`src/io_select_regs.svh`:
```
// Constants of the I/O chip select decoder: port addresses, config fields, select numbers.
// Assumes a 16-bit host I/O address and 16-bit data bus.
`ifndef IO_SELECT_REGS_SVH
`define IO_SELECT_REGS_SVH
`define PORT_PROG_ADDR      16'h3072
`define PORT_CACHE_FLUSH    16'hf872
`define PORT_SELECT_CONFIG  16'h2872
`define PORT_SERIAL_CONFIG  16'h1872
`define PORT_SYS_CONTROL_A  16'h0092
`define PORT_PMC_OUT0       16'h7072
`define PORT_PMC_OUT1       16'h7872
`define PORT_EMS            16'hf072
`define PORT_EMS_CLK        16'hf472
`define CFG_RTC_LOC         15
`define CFG_PROG_ENABLE     12
`define CFG_HIGH_MASK       11
`define CFG_LOW_MASK_HI     10
`define CFG_LOW_MASK_LO     8
`define CFG_PROG_BUS_LOC    7
`define CFG_FAST_DISK       6
`define CFG_UNUSED          5
`define CFG_SECONDARY       4
`define CFG_FAST_COPRO      3
`define CFG_BLOCK_LOCK      2
`define CFG_DISK_OFF        1
`define CFG_FLOPPY_OFF      0
`define CFG_WRITE_MASK      16'hffdf
`define CFG_RESET           16'h0000
`define PROG_ADDR_RESET     16'h0000
`define LOCK_BIT            3
`define SCSI_ENABLE_BIT     11
`define CS_ROM              5'h00
`define CS_KEYBOARD         5'h01
`define CS_COPRO            5'h02
`define CS_PMC0             5'h03
`define CS_RTC_ALE          5'h05
`define CS_RTC_WR           5'h06
`define CS_RTC_RD           5'h07
`define CS_FLOPPY_OP        5'h08
`define CS_FLOPPY           5'h09
`define CS_FLOPPY_CTL       5'h0a
`define CS_FLOPPY_HD_CTL    5'h0b
`define CS_DISK             5'h0c
`define CS_DISK_IDE         5'h0d
`define CS_SERIAL_A         5'h0e
`define CS_SERIAL_B         5'h10
`define CS_PROG             5'h11
`define CS_SCSI             5'h12
`define CS_FLUSH            5'h13
`define CS_EMS              5'h14
`define CS_EMS_CLK_OFF      5'h15
`define CS_PMC1             5'h17
`define CS_IDLE             5'h1f
`endif

```
`src/io_select_pkg.sv`:
```
// Types of the I/O chip select decoder.
// Assumes the constants header is included by users.
package io_select_pkg;
  typedef logic [4:0]  select_number_type;
  typedef logic [15:0] io_word_type;
endpackage : io_select_pkg

```
`src/io_chip_select_decoder.sv`:
```
// I/O chip select decoder: encodes host I/O cycles into a five-bit select number.
// Assumes host cycle strobes are synchronous to clock_in, one cycle per I/O access.
// Functional notes
// RQ1: Low mask field ignores zero to four low address bits of programmable match.
// RQ2: Bus location bit puts programmable peripheral on expansion bus when set.
// RQ3: Fast disk mode: first disk data transfer compatible, later ones compressed.
// RQ4: Later fast disk accesses suppress address latch enable and hold disk address.
// RQ5: Config bit 5 has no function; writes to it are ignored.
// RQ6: Primary/secondary bit picks floppy and disk addresses in IDE mode.
// RQ7: Coprocessor cycles use 8-bit timing, or 16-bit when fast bit set.
// RQ8: Lock-inhibit set first blocks password lock; no effect once lock is set.
// RQ9: Disk select off bit stops select numbers 0C and 0D.
// RQ10: Floppy select off bit stops select numbers 08 through 0B.
// RQ11: Any write to cache flush port yields select number 13.
// RQ12: 16-bit read/write register holds programmable match address.
// RQ13: Three-digit fixed ports ignore address bits A15 to A10, except coprocessor 0E0-0FF, which needs A15 to A8 zero.
// RQ14: Selected peripheral is reported as a five-bit encoded number.
// RQ15: Any other decode overrides the programmable select number 11.
// RQ16: Serial B select 10 is suppressed when it overlaps serial A.
// RQ17: Select 00 is the boot ROM select, tied to no I/O address.
// RQ18: Disk select 0C at 1F0-1F7 primary or 170-177 secondary.
// RQ19: Control port 3F7/377 gives 0A with disk off, 0B with disk on.
// RQ20: IDE disk select 0D at 3F6 primary or 3F7 secondary only.
// RQ21: High mask bit makes A15 to A10 part of the programmable compare.
// RQ22: Programmable select 11 is produced only while its enable bit is set.
// RQ23: Each host I/O cycle drives its decoded select number for that cycle.
`timescale 1ns/100ps
`include "io_select_regs.svh"

module io_chip_select_decoder
  import io_select_pkg::*;
(
  // Clock and reset
  input  wire logic        clock_in,
  input  wire logic        reset_in,
  // Host I/O cycle
  input  wire logic        io_read_in,
  input  wire logic        io_write_in,
  input  wire logic [15:0] io_address_in,
  input  wire logic [15:0] io_write_data_in,
  input  wire logic        rom_access_in,
  // Strap-level mode inputs and neighbouring serial field
  input  wire logic        ide_mode_in,
  input  wire logic [15:0] serial_config_in,
  // Read data
  output logic      [15:0] io_read_data_out,
  output logic             io_read_valid_out,
  // Select outputs
  output logic      [4:0]  select_number_out,
  output logic             select_valid_out,
  output logic             select_on_expansion_out,
  output logic             sixteen_bit_cycle_out,
  output logic             compressed_timing_out,
  output logic             address_latch_suppress_out,
  // Password lock and status
  output logic             pass_lock_out,
  output logic      [15:0] select_config_out
);

  ////////////////////////////////////////////////////////////////////////////////
  // Registers.

  io_word_type prog_select_match_address_reg;
  io_word_type select_config_and_timing_reg;
  logic        pass_lock_reg;
  logic        disk_streak_reg;
  logic        ide_mode_meta_reg;
  logic        ide_mode_sync_reg;
  logic        wr_cycle;
  logic        rd_cycle;

  assign wr_cycle = io_write_in;
  assign rd_cycle = io_read_in;

  always_ff @(posedge clock_in) begin
    ide_mode_meta_reg <= ide_mode_in;
    ide_mode_sync_reg <= ide_mode_meta_reg;
  end

  always_ff @(posedge clock_in) begin
    if (reset_in) begin
      prog_select_match_address_reg <= `PROG_ADDR_RESET;
    end else if (wr_cycle && io_address_in == `PORT_PROG_ADDR) begin
      prog_select_match_address_reg <= io_write_data_in; // [RQ12]
    end
  end

  always_ff @(posedge clock_in) begin
    if (reset_in) begin
      select_config_and_timing_reg <= `CFG_RESET;
    end else if (wr_cycle && io_address_in == `PORT_SELECT_CONFIG) begin
      select_config_and_timing_reg <= io_write_data_in & `CFG_WRITE_MASK; // [RQ5]
    end
  end

  logic block_pass_lock;
  assign block_pass_lock = select_config_and_timing_reg[`CFG_BLOCK_LOCK];

  always_ff @(posedge clock_in) begin
    if (reset_in) begin
      pass_lock_reg <= 1'b0;
    end else if (wr_cycle && io_address_in == `PORT_SYS_CONTROL_A
                 && io_write_data_in[`LOCK_BIT] && !block_pass_lock) begin
      pass_lock_reg <= 1'b1; // [RQ8]
    end
  end

  ////////////////////////////////////////////////////////////////////////////////
  // Address decode.

  logic [2:0] low_mask_sel;
  logic       high_mask_sel;
  logic       prog_select_enable;
  logic       prog_select_bus_loc;
  logic       fast_disk_xfer;
  logic       fast_copro_timing;
  logic       secondary_sel;
  logic       disk_select_off;
  logic       floppy_select_off;
  logic [9:0] low_addr;
  logic [15:0] prog_mask;
  logic       prog_hit;

  assign low_mask_sel        = select_config_and_timing_reg[`CFG_LOW_MASK_HI:`CFG_LOW_MASK_LO];
  assign high_mask_sel       = select_config_and_timing_reg[`CFG_HIGH_MASK];
  assign prog_select_enable  = select_config_and_timing_reg[`CFG_PROG_ENABLE];
  assign prog_select_bus_loc = select_config_and_timing_reg[`CFG_PROG_BUS_LOC];
  assign fast_disk_xfer      = select_config_and_timing_reg[`CFG_FAST_DISK];
  assign fast_copro_timing   = select_config_and_timing_reg[`CFG_FAST_COPRO];
  // The primary/secondary choice only counts in IDE mode; otherwise primary addresses apply.
  assign secondary_sel       = select_config_and_timing_reg[`CFG_SECONDARY]
                               && ide_mode_sync_reg; // [RQ6]
  assign disk_select_off     = select_config_and_timing_reg[`CFG_DISK_OFF];
  assign floppy_select_off   = select_config_and_timing_reg[`CFG_FLOPPY_OFF];
  assign low_addr            = io_address_in[9:0]; // [RQ13]

  always_comb begin
    prog_mask = 16'hffff;
    if (!high_mask_sel) begin
      prog_mask[15:10] = 6'h00; // [RQ21]
    end
    case (low_mask_sel) // [RQ1]
      3'h1:    prog_mask[0:0] = 1'h0;
      3'h2:    prog_mask[1:0] = 2'h0;
      3'h3:    prog_mask[2:0] = 3'h0;
      3'h4:    prog_mask[3:0] = 4'h0;
      default: prog_mask[3:0] = 4'hf;
    endcase
  end

  assign prog_hit = prog_select_enable && // [RQ22]
    ((io_address_in & prog_mask) == (prog_select_match_address_reg & prog_mask));

  function automatic logic serial_hit(input logic [2:0] field, input logic [9:0] a);
    logic [9:0] base;
    base = 10'h000;
    case (field)
      3'h1:    base = 10'h3f8;
      3'h2:    base = 10'h2f8;
      3'h3:    base = 10'h3e8;
      3'h4:    base = 10'h2e8;
      default: base = 10'h000;
    endcase
    serial_hit = (base != 10'h000) && (a[9:3] == base[9:3]);
  endfunction : serial_hit

  logic       disk_data_hit;
  logic       ide_mode;
  logic       fixed_hit;
  logic [4:0] fixed_num;
  assign ide_mode = ide_mode_sync_reg;
  assign disk_data_hit = !disk_select_off && // [RQ9]
    (low_addr[9:3] == (secondary_sel ? 7'h2e : 7'h3e)); // [RQ18]

  always_comb begin
    fixed_hit = 1'b1;
    fixed_num = `CS_IDLE;
    if (io_address_in == `PORT_CACHE_FLUSH && wr_cycle) begin
      fixed_num = `CS_FLUSH; // [RQ11]
    end else if (io_address_in == `PORT_PMC_OUT0 && wr_cycle) begin
      fixed_num = `CS_PMC0;
    end else if (io_address_in == `PORT_PMC_OUT1 && wr_cycle) begin
      fixed_num = `CS_PMC1;
    end else if (io_address_in == `PORT_EMS) begin
      fixed_num = `CS_EMS;
    end else if (io_address_in == `PORT_EMS_CLK) begin
      fixed_num = `CS_EMS_CLK_OFF;
    end else if (serial_config_in[`SCSI_ENABLE_BIT] && io_address_in[15:4] == 12'h353) begin
      fixed_num = `CS_SCSI;
    end else if (io_address_in[15:8] == 8'h00 && io_address_in[7:5] == 3'h7) begin
      fixed_num = `CS_COPRO;
    end else if (low_addr[9:4] == 6'h06 && !low_addr[0]) begin
      fixed_num = `CS_KEYBOARD;
    end else if (low_addr == 10'h070) begin
      fixed_num = `CS_RTC_ALE;
    end else if (low_addr == 10'h071) begin
      fixed_num = wr_cycle ? `CS_RTC_WR : `CS_RTC_RD;
    end else if (disk_data_hit) begin
      fixed_num = `CS_DISK;
    end else if (ide_mode && !disk_select_off &&
                 low_addr == (secondary_sel ? 10'h3f7 : 10'h3f6)) begin
      fixed_num = `CS_DISK_IDE; // [RQ20] [RQ6]
    end else if (!floppy_select_off && low_addr == (secondary_sel ? 10'h372 : 10'h3f2)) begin
      fixed_num = `CS_FLOPPY_OP; // [RQ10]
    end else if (!floppy_select_off && low_addr[9:1] == (secondary_sel ? 9'h1ba : 9'h1fa)) begin
      fixed_num = `CS_FLOPPY;
    end else if (!floppy_select_off && low_addr == (secondary_sel ? 10'h377 : 10'h3f7)) begin
      fixed_num = disk_select_off ? `CS_FLOPPY_CTL : `CS_FLOPPY_HD_CTL; // [RQ19]
    end else if (serial_hit(serial_config_in[7:5], low_addr)) begin
      fixed_num = `CS_SERIAL_A; // [RQ16]
    end else if (serial_hit(serial_config_in[3:1], low_addr)) begin
      fixed_num = `CS_SERIAL_B;
    end else begin
      fixed_hit = 1'b0;
    end
  end

  ////////////////////////////////////////////////////////////////////////////////
  // Select number output, one cycle per host I/O cycle.

  logic cycle_active;
  logic disk_data_cycle;
  assign cycle_active    = rd_cycle || wr_cycle;
  assign disk_data_cycle = cycle_active && disk_data_hit && low_addr[2:0] == 3'h0;

  always_ff @(posedge clock_in) begin
    if (reset_in) begin
      select_number_out       <= `CS_IDLE;
      select_valid_out        <= 1'b0;
      select_on_expansion_out <= 1'b0;
      sixteen_bit_cycle_out   <= 1'b0;
    end else begin
      select_valid_out        <= 1'b0;
      select_number_out       <= `CS_IDLE;
      select_on_expansion_out <= 1'b0;
      sixteen_bit_cycle_out   <= 1'b0;
      if (rom_access_in) begin
        select_number_out <= `CS_ROM; // [RQ17]
        select_valid_out  <= 1'b1;
      end else if (cycle_active && fixed_hit) begin
        select_number_out     <= fixed_num; // [RQ14] [RQ23] [RQ15]
        select_valid_out      <= 1'b1;
        sixteen_bit_cycle_out <= (fixed_num == `CS_COPRO) ? fast_copro_timing // [RQ7]
                                 : (fixed_num == `CS_DISK);
      end else if (cycle_active && prog_hit) begin
        select_number_out       <= `CS_PROG;
        select_valid_out        <= 1'b1;
        select_on_expansion_out <= prog_select_bus_loc; // [RQ2]
      end
    end
  end

  // Streak of consecutive disk data cycles with fast transfers on; any other I/O cycle breaks it.
  always_ff @(posedge clock_in) begin
    if (reset_in) begin
      disk_streak_reg <= 1'b0;
    end else if (cycle_active) begin
      disk_streak_reg <= disk_data_cycle && fast_disk_xfer;
    end
  end

  always_ff @(posedge clock_in) begin
    if (reset_in) begin
      compressed_timing_out      <= 1'b0;
      address_latch_suppress_out <= 1'b0;
    end else begin
      compressed_timing_out      <= disk_data_cycle && fast_disk_xfer && disk_streak_reg; // [RQ3]
      address_latch_suppress_out <= disk_data_cycle && fast_disk_xfer && disk_streak_reg; // [RQ4]
    end
  end

  always_ff @(posedge clock_in) begin
    if (reset_in) begin
      io_read_data_out  <= 16'h0000;
      io_read_valid_out <= 1'b0;
    end else begin
      io_read_valid_out <= 1'b0;
      io_read_data_out  <= 16'h0000;
      if (rd_cycle && io_address_in == `PORT_PROG_ADDR) begin
        io_read_data_out  <= prog_select_match_address_reg;
        io_read_valid_out <= 1'b1;
      end else if (rd_cycle && io_address_in == `PORT_SELECT_CONFIG) begin
        io_read_data_out  <= select_config_and_timing_reg;
        io_read_valid_out <= 1'b1;
      end
    end
  end

  assign pass_lock_out     = pass_lock_reg;
  assign select_config_out = select_config_and_timing_reg;
endmodule : io_chip_select_decoder

```
`config.mk`:
```
export PLATFORM = sky130hd
export DESIGN_NAME = io_chip_select_decoder
export DESIGN_NICKNAME = d
export VERILOG_FILES = /design/src/io_select_pkg.sv /design/src/io_chip_select_decoder.sv
export VERILOG_INCLUDE_DIRS = /design/src /design/src/src
export SDC_FILE = /design/constraint.sdc
export NUM_CORES = 1
export LEC_CHECK = 0
export BUFFER_PORTS_ARGS = -buffer_cell sky130_fd_sc_hd__buf_2
export CORE_ASPECT_RATIO = 1.2
export CORE_MARGIN = 2
export CORE_UTILIZATION = 55
export DETAILED_ROUTE_END_ITERATION = 10
export PLACE_DENSITY = 0.91
export SYNTH_ARGS = -nofsm -noshare
export SYNTH_HDL_FRONTEND = slang
export SYNTH_SLANG_ARGS = --single-unit
export TNS_END_PERCENT = 20
```
`constraint.sdc`:
```
create_clock -name clock_in -period 3.35 [get_ports clock_in]
set_input_delay 0.1675 -clock clock_in [delete_from_list [all_inputs] [get_ports clock_in]]
set_output_delay 0.1675 -clock clock_in [all_outputs]
set_load 0.01 [all_outputs]
```
==> results of run 1 <==
[cells by family after synthesis]
| logic type | count (synthesis) | synth area share (%) |
|---|---|---|
| AOI/OAI and AO/OA | 82 | 19.3 |
| xor gates and xnor gates | 18 | 4.98 |
| other | 1 | 0.118 |
| buffers and inverters | 32 | 5.88 |
| DFF | 61 | 38.5 |
| and+or+nand+nor | 178 | 31.2 |
[per-layer routing]
metal	vias up	share of wire, %	GRT usage [%]
met4	0	4.0	17.7
met5	-	0	0
met1	1470	38	32.7
li1	1469	-	-
met2	182	50	45.0
met3	42	8.5	7.41
[Yosys cell counts, types with 2 or more instances]
cell	number
nor4b_1	4
nand2_1	58
nor2_2	9
a21oi_1	38
nand4b_1	6
o21ai_0	5
xor2_1	5
clkbuf_1	12
dfxtp_1	61
and4_1	2
nor2_1	23
xnor2_1	13
or3_1	2
nand3b_1	3
a22oi_2	9
buf_6	3
a22oi_1	7
buf_4	7
o21bai_1	2
o21ai_1	3
nand3_1	25
buf_2	5
nor4_1	4
and3_1	4
nand2b_1	2
nand4bb_1	2
nor2b_1	4
nor3_1	8
a31oi_1	2
inv_1	3
a21o_1	3
and2_1	4
nand4_1	6
[through the flow]
stage,std cells,cell area (um^2)
floorplan,372,3170
global placement,498,3530
detailed placement,498,3530
CTS,515,3740
global route,515,3740
finish,515,3740
[repair_timing]
action	4_1_cts	5_1_grt
hold buffers	1	0
setup buffers	0	0
hold endpoints to repair	1	0
[worst max-delay path, delay by kind of cell, from the launching register on]
family	cells	cell delay, ns
AO/OA/AOI/OAI	4	1.12
AND/OR/NAND/NOR	2	0.45
flip-flops	1	0.36
XOR/XNOR	1	0.18
[worst max-delay path by stage]
stage	endpoint	slack, ns	depth (start not counted)
6_report	select_number_out[3]	1.11	7
5_1_grt	io_read_data_out[1]	1.02	8
4_1_cts	select_number_out[3]	1.18	7
3_5_place_dp	io_read_data_out[3]	0.86	8
3_3_place_gp	io_read_data_out[3]	0.87	8
2_1_floorplan	select_number_out[0]	1.52	7
[layout make-up]
cell class / instances / area share [%]
tap: 64 / 2.14
timing repair buffer: 91 / 12.5
inverter: 4 / 0.401
multi-input combinational: 279 / 47.0
clock buffer: 9 / 3.31
sequential: 61 / 32.6
clock inverter: 7 / 1.97
[power breakdown]
part	internal, uW	switching [uW]	leakage [uW]	total (uW)
combinational	47.5	82.8	0.000887	130
sequential	730	1.62	0.000494	732
clock	345	312	0.0000996	657
==> metrics.cfg, run 1 <==
[synth]
yosysTopAreaCellShare_pct=38.5
synth_warnings=0
synth_top_area_cell=dfxtp_1
synth-main-ff-cell=dfxtp_1
ys_seq_area_share_pct=38.5
synth_area_leaders=dfxtp_1 39%, nand2_1 6.9%, a21oi_1 6.0%
netlist_area_um2=3170
synth_seq_cells=61
syn_avg_cell_area_um2=8.52
synth_edf_count=0
synth.distinct_cells=61
postSynth.asyncResetShare_pct=0
synthesis.instances=372
synth_fp_nets=426

[worst_setup_path]
cp-startpoint=prog_select_match_address_reg[14]
worstSetupPathType=flip-flop to flip-flop
r2r_cells=7
crit_chain=xor2_1 -> nor4_1 -> nand3_1 -> a2111oi_0 -> o21ai_0 -> o21ai_1 -> a21oi_1
r2r-end=select_number_out[3]
slowest_delay_ns=0.44
cp.arrival_ns=2.46
rrSetupSlack_ns=1.11
worst_setup_path_start_kind=flip-flop
required_ns=3.57
crit_fanout=3
end_kind=flip-flop
crit_slowest_cell=a2111oi_0
r2r_start=prog_select_match_address_reg[14]

[cts]
cts_buffer_depth=2
cts.sinks=61
cts_buffers=9
clockRootBuffer=clkbuf_8
clk_pin_slew_worst_paths_ns=0.07
cts_resized=0
clk_latency_ns=0.35
cts_htree_levels=3
cts_tree=yes

[drt]
drcViolationCount=0
wl_per_cell_um=17.0
routed_wl_um=8760
vias_per_cell=6.14
drt_iter0_drc=385
first_pass_iters=7
postRouteAntennaNets=0
vias=3163

[timing]
tns_ns=0
finalClockSkew_ns=0.00824
whs_ns=0.0311
period_share_pct=66.8
drv_slew=0
worstMarginPinSlew_ns=0.790
worst_slack_ns=1.11
rsz0062_at_grt=false
fmax_mhz=447
finalHoldViolations=0
slew_headroom_pct=47.3
finalSetupViolations=0
finalCriticalPeriod_ns=2.24

[hold_path]
hold_depth=2
hold_class=primary input to flip-flop
hold_path_startpoint=rom_access_in
worstHoldEndpoint=select_on_expansion_out

[placed_design]
port_buffers=87
post-place-ws_ns=0.864
gp_congestion=0.899
hpwlAfterDp_um=6330

[cells_and_area]
layout-drive-gt1-share_pct=30.8
num-fill-cells=455
final_core_util_pct=66.9
layout.cells.most_common=buf_2
final_net_count=500
multi_input_comb_area_um2=1760
syn2layout_area_growth_pct=18.1
mostFrequentLayoutCells=87 x buf_2, 61 x dfxtp_1, 58 x nand2_1
antenna_cells=0
seq_area_um2=1220

[floorplanning]
core-area_um2=5590
start_util_pct=56.6
die_h_um=87.1
ios=98
die_area_um2=6390
rows=30
die_w_um=73.3

[global_route]
grt_pass1_wl_um=13700
globalRouteOverflowTotal=0
grt_pass1_vias=2958
grt_use_total_pct=28.0
grt_max_degree=55
antenna_found_initial=0

[outcome]
outcome=finished clean

[power]
leakagePower_uw=0.00148
p_per_area_nw_per_um2=406
irDropWorstVdd_v=0.000255
total_power_uw=1520

[job]
max_cap_viol_count=0

Power figures use the tool's default switching activity.
==> run 2, diff against run 1 <==
- CORE_UTILIZATION: 55 -> 51
- PLACE_DENSITY: 0.91 -> 0.86
- clock period: 3.35 -> 2.3 ns (I/O delays scaled with it)
==> metrics.cfg, run 2 (synthesis results as in run 1) <==
[power]
p_per_area_nw_per_um2=603
p_sw_uw=591
leakagePower_uw=0.00153
p_int_uw=1750
p_comb_share_pct=8.5
swShare_pct=25.2
seq_power_share_pct=45.4
p_clk_share_pct=46.1
irDropWorstVdd_v=0.000414

[placed_design]
hpwlAfterDp_um=6160
place_area_um2=3610
gp_congestion=0.895
port_buffers=87

[worst_setup_path]
rrSetupSlack_ns=0.23
crit_slowest_cell=a2111oi_0
end_kind=flip-flop
crit_chain=xor2_1 -> nor4_1 -> nand3_1 -> a2111oi_0 -> o21ai_0 -> o21ai_1 -> a21oi_1
critPathBufInv=0
worst_setup_path_start_kind=flip-flop
crit_fanout=3
cp.arrival_ns=2.29
crit_family=compound AO/OA/AOI/OAI gates
required_ns=2.52
slowest_delay_ns=0.38
worstSetupPathType=flip-flop to flip-flop

[cts]
post_cts_buffers=0
clockRootBuffer=clkbuf_8
cts_resized=0
clk_pin_slew_worst_paths_ns=0.08
holdBufCountCts=6
cts_buffer_depth=2
clk_latency_ns=0.35
cts_htree_levels=3
cts_buffers=9
cts.sinks=61
cts_tree=yes

[cells_and_area]
mostFrequentLayoutCells=87 x buf_2, 61 x dfxtp_1, 58 x nand2_1
layout-drive-gt1-share_pct=31.2
final_net_count=510
fin_area_um2=3890
antenna_cells=0
layout.cells.most_common=buf_2
syn2layout_area_growth_pct=22.7
num-fill-cells=483

[timing]
fmax_mhz=482
worstMarginPinSlew_ns=0.614
rsz0062_at_grt=false
finalHoldViolations=0
period_share_pct=90.1
finalSetupViolations=0
slew_headroom_pct=59.0
drv_slew=0
tns_ns=0
finalCriticalPeriod_ns=2.07
finalClockSkew_ns=0.00932

[global_route]
grt_use_total_pct=25.9
antenna_found_initial=0
grt_pass1_vias=2874
grt_max_degree=55
globalRouteOverflowTotal=0
grt_pass1_wl_um=14200

[drt]
postRouteAntennaNets=0
vias=3147
drt_iter0_drc=320
drcViolationCount=0
wl_per_cell_um=16.4
first_pass_iters=5
vias_per_cell=5.80
routed_wl_um=8920

[floorplanning]
die_area_um2=6860
die_h_um=90.3
rows=31
die_w_um=76.0
ios=98
core-area_um2=6010
start_util_pct=52.7

[hold_path]
hold_class=primary input to flip-flop

[job]
max_cap_viol_count=0

[outcome]
outcome=finished clean

## run 2: changes by cell type in the layout (fill, tap and decap cells not counted)
| cell | previous run | this run |
|---|---|---|
| dlygate4sd3_1 | 1 | 6 |
| buf_4 | 3 | 7 |
| buf_12 | 0 | 1 |
| bufinv_16 | 1 | 2 |
| clkinv_2 | 2 | 1 |
| clkinv_4 | 2 | 1 |
| clkinvlp_4 | 1 | 2 |
## run 2: metrics by stage
step	hold WS [ns]	cells	util [%]	total power (uW)	setup slack, ns
after floorplan	0.143	372	-	1190	0.490
after global placement	0.218	521	60.0	1270	0.252
after detailed placement	0.220	521	60.0	1280	0.149
after CTS	0.000847	543	64.7	2340	0.245
after global routing	0.0219	543	64.7	2400	0.0289
final	0.00789	543	64.7	2340	0.227
## run 2: area by class of cell
type	instances	area, um^2	area share (%)
inverters	4	15.0	0.386
clock buffers	9	124	3.19
flip-flops and latches	61	1220	31.4
clock inverters	7	97.6	2.51
multi-input cells	279	1760	45.3
repair buffers	101	568	14.6
well taps	82	103	2.64
## run 2: worst reg2reg max path: stages (launching register included)
cell	delay [ns]
dfxtp_1	0.35
xor2_1	0.17
nor4_1	0.27
nand3_1	0.11
a2111oi_0	0.38
o21ai_0	0.27
o21ai_1	0.30
a21oi_1	0.08
## run 2: path summary, 6_finish.rpt
kind	startpoint	endpoint	cells past startpoint
setup / recovery	prog_select_match_address_reg[14]	select_number_out[1]	7
hold / removal	io_write_data_in[9]	prog_select_match_address_reg[9]	3
hold reg to reg	ide_mode_meta_reg	ide_mode	0
setup reg to reg	prog_select_match_address_reg[14]	select_number_out[1]	7
## run 2: power groups by stage
stage	clock [uW]	sequential [uW]	combinational [uW]
floorplan	0	1090	101
global placement	0	1090	182
detailed placement	0	1090	187
CTS	1080	1070	195
global route	1120	1070	216
finish	1080	1070	199
## run 2: routing by layer
layer	track usage [%]	up-vias	routed length [um]
met5	0	-	0
met4	13.3	0	224
li1	-	1497	-
met3	4.70	21	492
met1	31.5	1475	3620
met2	43.8	154	4570
